[src/verilog/rmsl_pkg.sv]
package rmsl_pkg;
    // register map
    localparam logic [7:0] RMSL_CTRL_OFS = 8'h00;
    localparam logic [7:0] RMSL_STAT_OFS = 8'h04;
    localparam logic [31:0] RMSL_CTRL_RST = 32'h0000_0000;
    // control fields
    localparam int RMSL_CTRL_DMA_GRP = 0;
    localparam int RMSL_CTRL_IRQ_GRP = 1;
    // status fields
    localparam int RMSL_STAT_BUS_MUX = 0;
    localparam int RMSL_STAT_BIG_END = 1;
    localparam int RMSL_STAT_SGL_BOOT = 2;
    localparam int RMSL_STAT_VALID = 3;
    localparam int RMSL_STAT_WIDTH_OK = 4;
    localparam int RMSL_STAT_DMA_GRP = 5;
    localparam int RMSL_STAT_IRQ_GRP = 6;
    // strap vector layout
    localparam int RMSL_STRAP_W = 3;
    localparam int RMSL_STRAP_BUS = 0;
    localparam int RMSL_STRAP_END = 1;
    localparam int RMSL_STRAP_BOOT = 2;
    // latched values while reset is held
    localparam logic RMSL_BUS_MUX_RST = 1'b0;
    localparam logic RMSL_BIG_END_RST = 1'b0;
    localparam logic RMSL_BOOT_PIN_RST = 1'b1;
    // channel, line and stage counts
    localparam int RMSL_DMA_CH = 2;
    localparam int RMSL_IRQ_N = 5;
    localparam int RMSL_TIE_W = 2;
    localparam int RMSL_SYNC_STAGES = 2;
endpackage : rmsl_pkg

[src/verilog/rmsl_sync.sv]
`timescale 1ns/1ps
// two-stage synchroniser for pin inputs; free running so it tracks pins during reset
module rmsl_sync #(
    parameter int WIDTH = 1
) (
    input wire logic i_core_clk,
    input wire logic [WIDTH-1:0] i_async,
    output logic [WIDTH-1:0] o_sync
);
    logic [WIDTH-1:0] meta_r;
    logic [WIDTH-1:0] sync_r;

    always_ff @(posedge i_core_clk) begin
        meta_r <= i_async;
        sync_r <= meta_r;
    end

    assign o_sync = sync_r;
endmodule : rmsl_sync

[src/verilog/rmsl_strap_latch.sv]
`timescale 1ns/1ps
// Notes on behaviour
// bus organisation strap sampled at reset release
// byte order strap sampled at reset release
// low boot strap at release: single boot
// board holds straps stable around release
// board pulls boot strap high normally
// board ties both width pins high
// dma channels 2,3 on one group only
// irq lines 0..4 on one group only
// latched modes stay fixed until next reset
module rmsl_strap_latch
    import rmsl_pkg::*;
(
    input wire logic i_core_clk,
    input wire logic i_reset,
    input wire logic i_bus_org_strap,
    input wire logic i_byte_order_strap,
    input wire logic i_boot_strap,
    input wire logic [RMSL_TIE_W-1:0] i_width_tie_pins,
    input wire logic [RMSL_DMA_CH-1:0] i_port_group_a_req,
    input wire logic [RMSL_DMA_CH-1:0] i_port_group_b_req,
    input wire logic [RMSL_DMA_CH-1:0] i_dma_acknowledge,
    input wire logic [RMSL_IRQ_N-1:0] i_irq_group_a_pins,
    input wire logic [RMSL_IRQ_N-1:0] i_irq_group_b_pins,
    input wire logic [7:0] i_addr,
    input wire logic [31:0] i_wdata,
    input wire logic i_wr,
    input wire logic i_rd,
    output logic [31:0] o_rdata,
    output logic o_bus_mux,
    output logic o_big_endian,
    output logic o_single_boot,
    output logic o_cfg_valid,
    output logic [RMSL_DMA_CH-1:0] o_dma_request,
    output logic [RMSL_DMA_CH-1:0] o_port_group_a_ack,
    output logic o_port_group_a_ack_oe_n,
    output logic [RMSL_DMA_CH-1:0] o_port_group_b_ack,
    output logic o_port_group_b_ack_oe_n,
    output logic [RMSL_IRQ_N-1:0] o_ext_irq
);

    ////////////////////////////////////////////////////////////////////////////////
    // pin synchronisers

    logic [RMSL_STRAP_W-1:0] strap_s;
    logic [RMSL_TIE_W-1:0] tie_s;
    logic [RMSL_DMA_CH-1:0] req_a_s;
    logic [RMSL_DMA_CH-1:0] req_b_s;
    logic [RMSL_IRQ_N-1:0] irq_a_s;
    logic [RMSL_IRQ_N-1:0] irq_b_s;

    rmsl_sync #(.WIDTH(RMSL_STRAP_W)) u_sync_strap (
        .i_core_clk(i_core_clk),
        .i_async({i_boot_strap, i_byte_order_strap, i_bus_org_strap}),
        .o_sync(strap_s)
    );
    rmsl_sync #(.WIDTH(RMSL_TIE_W)) u_sync_tie (
        .i_core_clk(i_core_clk),
        .i_async(i_width_tie_pins),
        .o_sync(tie_s)
    );
    rmsl_sync #(.WIDTH(RMSL_DMA_CH)) u_sync_req_a (
        .i_core_clk(i_core_clk),
        .i_async(i_port_group_a_req),
        .o_sync(req_a_s)
    );
    rmsl_sync #(.WIDTH(RMSL_DMA_CH)) u_sync_req_b (
        .i_core_clk(i_core_clk),
        .i_async(i_port_group_b_req),
        .o_sync(req_b_s)
    );
    rmsl_sync #(.WIDTH(RMSL_IRQ_N)) u_sync_irq_a (
        .i_core_clk(i_core_clk),
        .i_async(i_irq_group_a_pins),
        .o_sync(irq_a_s)
    );
    rmsl_sync #(.WIDTH(RMSL_IRQ_N)) u_sync_irq_b (
        .i_core_clk(i_core_clk),
        .i_async(i_irq_group_b_pins),
        .o_sync(irq_b_s)
    );

    ////////////////////////////////////////////////////////////////////////////////
    // strap capture at the release of reset

    logic rst_d_r;
    logic release_evt;
    logic bus_mux_r;
    logic big_endian_r;
    logic boot_pin_r;
    logic cfg_valid_r;

    always_ff @(posedge i_core_clk) begin
        rst_d_r <= i_reset;
    end

    assign release_evt = rst_d_r && !i_reset;

    always_ff @(posedge i_core_clk) begin
        if (i_reset) begin
            bus_mux_r <= RMSL_BUS_MUX_RST;
            big_endian_r <= RMSL_BIG_END_RST;
            boot_pin_r <= RMSL_BOOT_PIN_RST;
        end else if (release_evt) begin
            bus_mux_r <= strap_s[RMSL_STRAP_BUS];
            big_endian_r <= strap_s[RMSL_STRAP_END];
            boot_pin_r <= strap_s[RMSL_STRAP_BOOT];
        end
        // no other path: values held until reset returns, see
    end

    always_ff @(posedge i_core_clk) begin
        if (i_reset) begin
            cfg_valid_r <= 1'b0;
        end else if (release_evt) begin
            cfg_valid_r <= 1'b1;
        end
    end

    assign o_bus_mux = bus_mux_r;
    assign o_big_endian = big_endian_r;
    assign o_single_boot = !boot_pin_r;
    assign o_cfg_valid = cfg_valid_r;

    ////////////////////////////////////////////////////////////////////////////////
    // register port

    logic dma_grp_r;
    logic irq_grp_r;
    logic [31:0] rdata_r;
    logic [31:0] stat_word;

    always_ff @(posedge i_core_clk) begin
        if (i_reset) begin
            dma_grp_r <= RMSL_CTRL_RST[RMSL_CTRL_DMA_GRP];
            irq_grp_r <= RMSL_CTRL_RST[RMSL_CTRL_IRQ_GRP];
        end else if (i_wr && i_addr == RMSL_CTRL_OFS) begin
            dma_grp_r <= i_wdata[RMSL_CTRL_DMA_GRP];
            irq_grp_r <= i_wdata[RMSL_CTRL_IRQ_GRP];
        end
    end

    always_comb begin
        stat_word = 32'h0000_0000;
        stat_word[RMSL_STAT_BUS_MUX] = bus_mux_r;
        stat_word[RMSL_STAT_BIG_END] = big_endian_r;
        stat_word[RMSL_STAT_SGL_BOOT] = !boot_pin_r;
        stat_word[RMSL_STAT_VALID] = cfg_valid_r;
        stat_word[RMSL_STAT_WIDTH_OK] = &tie_s;
        stat_word[RMSL_STAT_DMA_GRP] = dma_grp_r;
        stat_word[RMSL_STAT_IRQ_GRP] = irq_grp_r;
    end

    always_ff @(posedge i_core_clk) begin
        if (i_reset) begin
            rdata_r <= 32'h0000_0000;
        end else if (i_rd && i_addr == RMSL_CTRL_OFS) begin
            rdata_r <= {30'h0, irq_grp_r, dma_grp_r};
        end else if (i_rd && i_addr == RMSL_STAT_OFS) begin
            rdata_r <= stat_word;
        end else begin
            // unmapped reads and idle cycles return zero
            rdata_r <= 32'h0000_0000;
        end
    end

    assign o_rdata = rdata_r;

    ////////////////////////////////////////////////////////////////////////////////
    // port group routing

    logic [RMSL_DMA_CH-1:0] dma_req_r;
    logic [RMSL_DMA_CH-1:0] ack_a_r;
    logic [RMSL_DMA_CH-1:0] ack_b_r;
    logic ack_a_oe_n_r;
    logic ack_b_oe_n_r;
    logic [RMSL_IRQ_N-1:0] ext_irq_r;

    always_ff @(posedge i_core_clk) begin
        if (i_reset) begin
            dma_req_r <= '0;
            ack_a_r <= '0;
            ack_b_r <= '0;
            ack_a_oe_n_r <= 1'b1;
            ack_b_oe_n_r <= 1'b1;
        end else begin
            // only the selected group is listened to and driven, see
            dma_req_r <= dma_grp_r ? req_b_s : req_a_s;
            ack_a_r <= dma_grp_r ? '0 : i_dma_acknowledge;
            ack_b_r <= dma_grp_r ? i_dma_acknowledge : '0;
            ack_a_oe_n_r <= dma_grp_r;
            ack_b_oe_n_r <= !dma_grp_r;
        end
    end

    always_ff @(posedge i_core_clk) begin
        if (i_reset) begin
            ext_irq_r <= '0;
        end else begin
            ext_irq_r <= irq_grp_r ? irq_b_s : irq_a_s;
        end
    end

    assign o_dma_request = dma_req_r;
    assign o_port_group_a_ack = ack_a_r;
    assign o_port_group_a_ack_oe_n = ack_a_oe_n_r;
    assign o_port_group_b_ack = ack_b_r;
    assign o_port_group_b_ack_oe_n = ack_b_oe_n_r;
    assign o_ext_irq = ext_irq_r;

    ////////////////////////////////////////////////////////////////////////////////
    // assertions

    bus_latch_a: assert property (@(posedge i_core_clk)
        release_evt |=> o_bus_mux == $past(strap_s[RMSL_STRAP_BUS]))
        else $error("bus organisation not captured at release");

    endian_latch_a: assert property (@(posedge i_core_clk)
        release_evt |=> o_big_endian == $past(strap_s[RMSL_STRAP_END]))
        else $error("byte order not captured at release");

    boot_latch_a: assert property (@(posedge i_core_clk)
        release_evt |=> o_single_boot == !$past(strap_s[RMSL_STRAP_BOOT]))
        else $error("boot mode not captured at release");

    cfg_hold_a: assert property (@(posedge i_core_clk) disable iff (i_reset)
        o_cfg_valid |=> (i_reset || ($stable(o_bus_mux) && $stable(o_big_endian)
            && $stable(o_single_boot))))
        else $error("latched mode changed after release");

    valid_rise_a: assert property (@(posedge i_core_clk)
        release_evt ##1 !i_reset |-> o_cfg_valid)
        else $error("config valid did not rise after release");

    dma_excl_a: assert property (@(posedge i_core_clk) disable iff (i_reset)
        !(!o_port_group_a_ack_oe_n && !o_port_group_b_ack_oe_n))
        else $error("both dma groups driven at once");

    // the reset term repeats the disable iff: the release cycle is checked, outputs load there from live inputs
    dma_route_a: assert property (@(posedge i_core_clk) disable iff (i_reset)
        !i_reset && $stable(dma_grp_r) && !dma_grp_r
            |=> o_port_group_a_ack == $past(i_dma_acknowledge)
            && o_port_group_b_ack == '0 && o_dma_request == $past(req_a_s))
        else $error("dma group a routing wrong");

    irq_route_a: assert property (@(posedge i_core_clk) disable iff (i_reset)
        !i_reset && irq_grp_r ##1 irq_grp_r |-> o_ext_irq == $past(irq_b_s))
        else $error("irq group b routing wrong");

    irq_route_grp_a_a: assert property (@(posedge i_core_clk) disable iff (i_reset)
        !i_reset && !irq_grp_r ##1 !irq_grp_r |-> o_ext_irq == $past(irq_a_s))
        else $error("irq group a routing wrong");

    release_cov_c: cover property (@(posedge i_core_clk) release_evt ##1 o_single_boot);
    mux_bus_cov_c: cover property (@(posedge i_core_clk) release_evt ##1 o_bus_mux);
    dma_swap_cov_c: cover property (@(posedge i_core_clk) disable iff (i_reset)
        !dma_grp_r ##1 dma_grp_r ##2 !o_port_group_b_ack_oe_n);
    irq_b_cov_c: cover property (@(posedge i_core_clk) disable iff (i_reset)
        irq_grp_r && |o_ext_irq);

endmodule : rmsl_strap_latch

[config.mk]
export PLATFORM = sky130hd
export DESIGN_NAME = rmsl_strap_latch
export DESIGN_NICKNAME = d
export VERILOG_FILES = /design/src/verilog/rmsl_pkg.sv /design/src/verilog/rmsl_sync.sv /design/src/verilog/rmsl_strap_latch.sv
export SDC_FILE = /design/constraint.sdc
export NUM_CORES = 1
export LEC_CHECK = 0
export ABC_CLOCK_PERIOD_IN_PS = 1200
export BUFFER_PORTS_ARGS = -buffer_cell sky130_fd_sc_hd__buf_4
export CORE_UTILIZATION = 43
export CTS_BUF_LIST = sky130_fd_sc_hd__clkbuf_4
export DETAILED_ROUTE_END_ITERATION = 10
export GPL_TIMING_DRIVEN = 0
export MAX_ROUTING_LAYER = met4
export PLACE_DENSITY_LB_ADDON = 0.2
export REMOVE_ABC_BUFFERS = 1
export SLEW_MARGIN = 25
export SYNTH_ARGS = -nofsm -noshare
export SYNTH_HDL_FRONTEND = slang
export SYNTH_SLANG_ARGS = --single-unit
export TNS_END_PERCENT = 50
[constraint.sdc]
create_clock -name i_core_clk -period 1.2 [get_ports i_core_clk]
set_input_delay 0.06 -clock i_core_clk [delete_from_list [all_inputs] [get_ports i_core_clk]]
set_output_delay 0.06 -clock i_core_clk [all_outputs]
set_load 0.005 [all_outputs]
==> impl_results.md <==
- Netlist cell types: 19
- Clock sink count: 65
- Status: complete, but fails checks
- Chip height: 67.58 um
- RR Endpoint: o_ext_irq[1]
- Top cells by count, synth: dfxtp_1 (65), buf_4 (25), nor2_1 (17)
- Unrepaired setup endpoints after global routing: false
- WHS Path Cells: 4
- Critical path's largest stage delay: 540 ps
- Syn_area_per_cell: 12.50 sq um
- Final ANT Viol Nets: 0
- Max Cap Viol: 0
- I/O Buffers: 58
- Final min period: 1116 ps
- Gr ovfl total: 0
- Total CTS buffers: 9
- # IOs: 114
- Synth top area share: 70.37%
- Synth Register Bits: 65
- Worst-skew pair later-pin latency: 390 ps
- Sequential area share after synthesis: 70.37%
- Fin Setup TNS: 0 ps
- Initial detailed-routing violation count: 28
- Worst setup EP type: flip-flop
- Cells resized by post-CTS repair: 0
- Die area: 0.004567 sq mm
- Clock Skew: 9.559 ps
- Number of global-route vias before repair: 1228
- Clock buffer depth: 2
- Leakage: 1.231 nW
- RR Startpoint: irq_grp_r
- Top Usage Layer GRT: met2
- Top cells by area, synth: dfxtp_1 (70%), buf_4 (10%), mux2i_1 (7.0%), nor2_1 (3.5%), nand2_1 (1.6%)
- Crit path DAT: 1440 ps
- M3 GR Usage: 8.615%
- Antenna Cells: 0
- Vias post-DR: 1224
- Fin. max-slew vios: 0
- Ys async rst share: 0%
- Most used DFF post-synth: dfxtp_1
- Max Fclk: 896.4 MHz
- Routed wire length: 3.335 mm
- Slowest stage cell, crit path: dlygate4sd3_1
- Hold Vio Cnt, Final: 2
- H-tree levels: 3
- Antenna violations before repair: 0
- Startpoint Class: primary input
- CTS root buf: clkbuf_4
- Critical path class: primary input to flip-flop
- Peak supply drop: 719.4 uV
- Largest net degree at the start of global routing: 16
- Period utilisation layout: 92.96%
- CTS tree: built
- Critical path fanouts, max: 4
- Worst min path class: primary input to flip-flop
- Req. time, crit path: 1530 ps
- Area growth, synth to finish: 41.34%
- Worst hold slack: -23.60 ps
- GP Congestion: 0.6673
- HP Start: i_addr[1]
- Initial Util: 45.58%
- Setup violators final: 0
- Critical-path cell list: dlygate4sd3_1 -> buf_4 -> nor4_4 -> and4b_4 -> mux2i_1
- # nets final: 306
- R2r setup slk: 210 ps
- First-pass GRT wire length: 4.961 mm
- Synthesized instance count: 148
- Met1 GRT Util: 13.38%
- Setup bufs post-CTS: 0
- Post-Syn Area: 0.001849 sq mm
- Cell area power density: 1421 mW/mm^2
- HPWL Detailed: 2.185 mm
- Total track usage: 16.89%
- Row count: 23
- Clock Pin Slew Worst Setup and Hold Paths: 100 ps
- Area leader, netlist: dfxtp_1
- Proportion of layout cells with a drive suffix above 1: 31.56%
- Dominant cell by count in the synthesized netlist: dfxtp_1
- Met2 GRT Util: 30.07%
- DRT Pass-1 Iters: 6
- Violated checks: negative hold slack
- Via-to-Cell Ratio: 4.163
- Syn. warnings: 0
- DR WL/cell: 11.34 um
- Hold-fix buffers at CTS: 27
- Chip Width: 67.58 um
- Hold endpoint: o_rdata[4]
- Core area: 0.004058 sq mm
- DRC Markers: 0
- Reg2reg path depth: 2
- Number of synthesized flops with an enable pin: 0
[registers in the layout, summed over array words and instances (netlist names), 3 cells and up]
name                 count
o_rdata                  7
o_ext_irq                5
u_sync_irq_a.meta_r      5
u_sync_irq_a.o_sync      5
u_sync_irq_b.meta_r      5
u_sync_irq_b.o_sync      5
u_sync_strap.meta_r      3
u_sync_strap.o_sync      3
[report_power, final]
group          total, mW  internal (mW)  leakage, nW  switching (mW)
combinational      0.280          0.180        0.625           0.100
sequential          2.28           2.25        0.542          0.0294
clock               1.15          0.496       0.0637           0.657
total               3.72           2.93         1.23           0.787
[layer usage]
metal / vias to the layer above / part of all wire (%)
li1: 605 / -
met1: 546 / 35
met2: 66 / 54
met3: 7 / 8.0
met4: 0 / 2.4
met5: - / 0
[cells in the final DEF, fill, tap and decap left out]
master,synthesis,layout
nor2b_1,1,1
inv_1,4,4
clkinv_2,0,1
and3_1,3,3
or2_2,1,1
conb_1,1,25
o211ai_1,1,1
mux2i_1,13,13
nor4_4,1,1
and3_2,1,1
dfxtp_1,65,65
nor3_1,2,2
nor4_2,1,1
dlygate4sd3_1,0,27
nand3_1,1,1
buf_4,25,58
clkbuf_4,0,13
nand2_1,8,8
nor2_1,17,17
and4b_4,1,1
[kinds of logic after synthesis]
family                 after synthesis  synth area share (%)
other                                1                0.2028
AND/OR/NAND/NOR                     37                 10.55
buffers and inverters               31                 11.43
AO/OA/AOI/OAI                        1                0.4061
flip-flops                          65                 70.37
multiplexers                        13                 7.036
[final cells by class]
cell class,count,area (sq um)
Tap cell,50,62.56
Inverter,4,15.01
Timing Repair Buffer,85,705.7
Clock buffer,13,97.59
Fill cell,319,1444
Clock inverter,1,5.005
Sequential cell,65,1301
Multi-Input combinational cell,76,426.7
[through the flow]
stage / cells / cell area, sq um / setup slack [ps] / utilization (%) / total power [mW]
after floorplan: 145 / 1743 / 337.6 / - / 2.387
after global placement: 253 / 2241 / 155.7 / 55.23 / 2.529
after detailed placement: 253 / 2241 / 75.26 / 55.23 / 2.542
after CTS: 294 / 2614 / 97.59 / 64.42 / 3.759
after global routing: 294 / 2614 / 46.35 / 64.42 / 3.891
final: 294 / 2614 / 84.48 / 64.42 / 3.715
[worst max-delay path: cells and delay by family]
| kind | cells | cell delay (ps) |
|---|---|---|
| mux | 1 | 180 |
| buf+inv | 2 | 680 |
| simple gates | 2 | 520 |
[worst max path at each step]
stage / start / endpoint / slack [ps] / depth (start not counted)
floorplan: i_addr[3] / dma_grp_r / 340 / 3
global placement: i_addr[7] / dma_grp_r / 160 / 4
detailed placement: i_addr[3] / irq_grp_r / 80 / 4
CTS: i_addr[0] / irq_grp_r / 100 / 5
global route: i_addr[0] / irq_grp_r / 50 / 5
finish: i_addr[0] / dma_grp_r / 80 / 5
No activity file was read; power rests on OpenSTA's default activity.
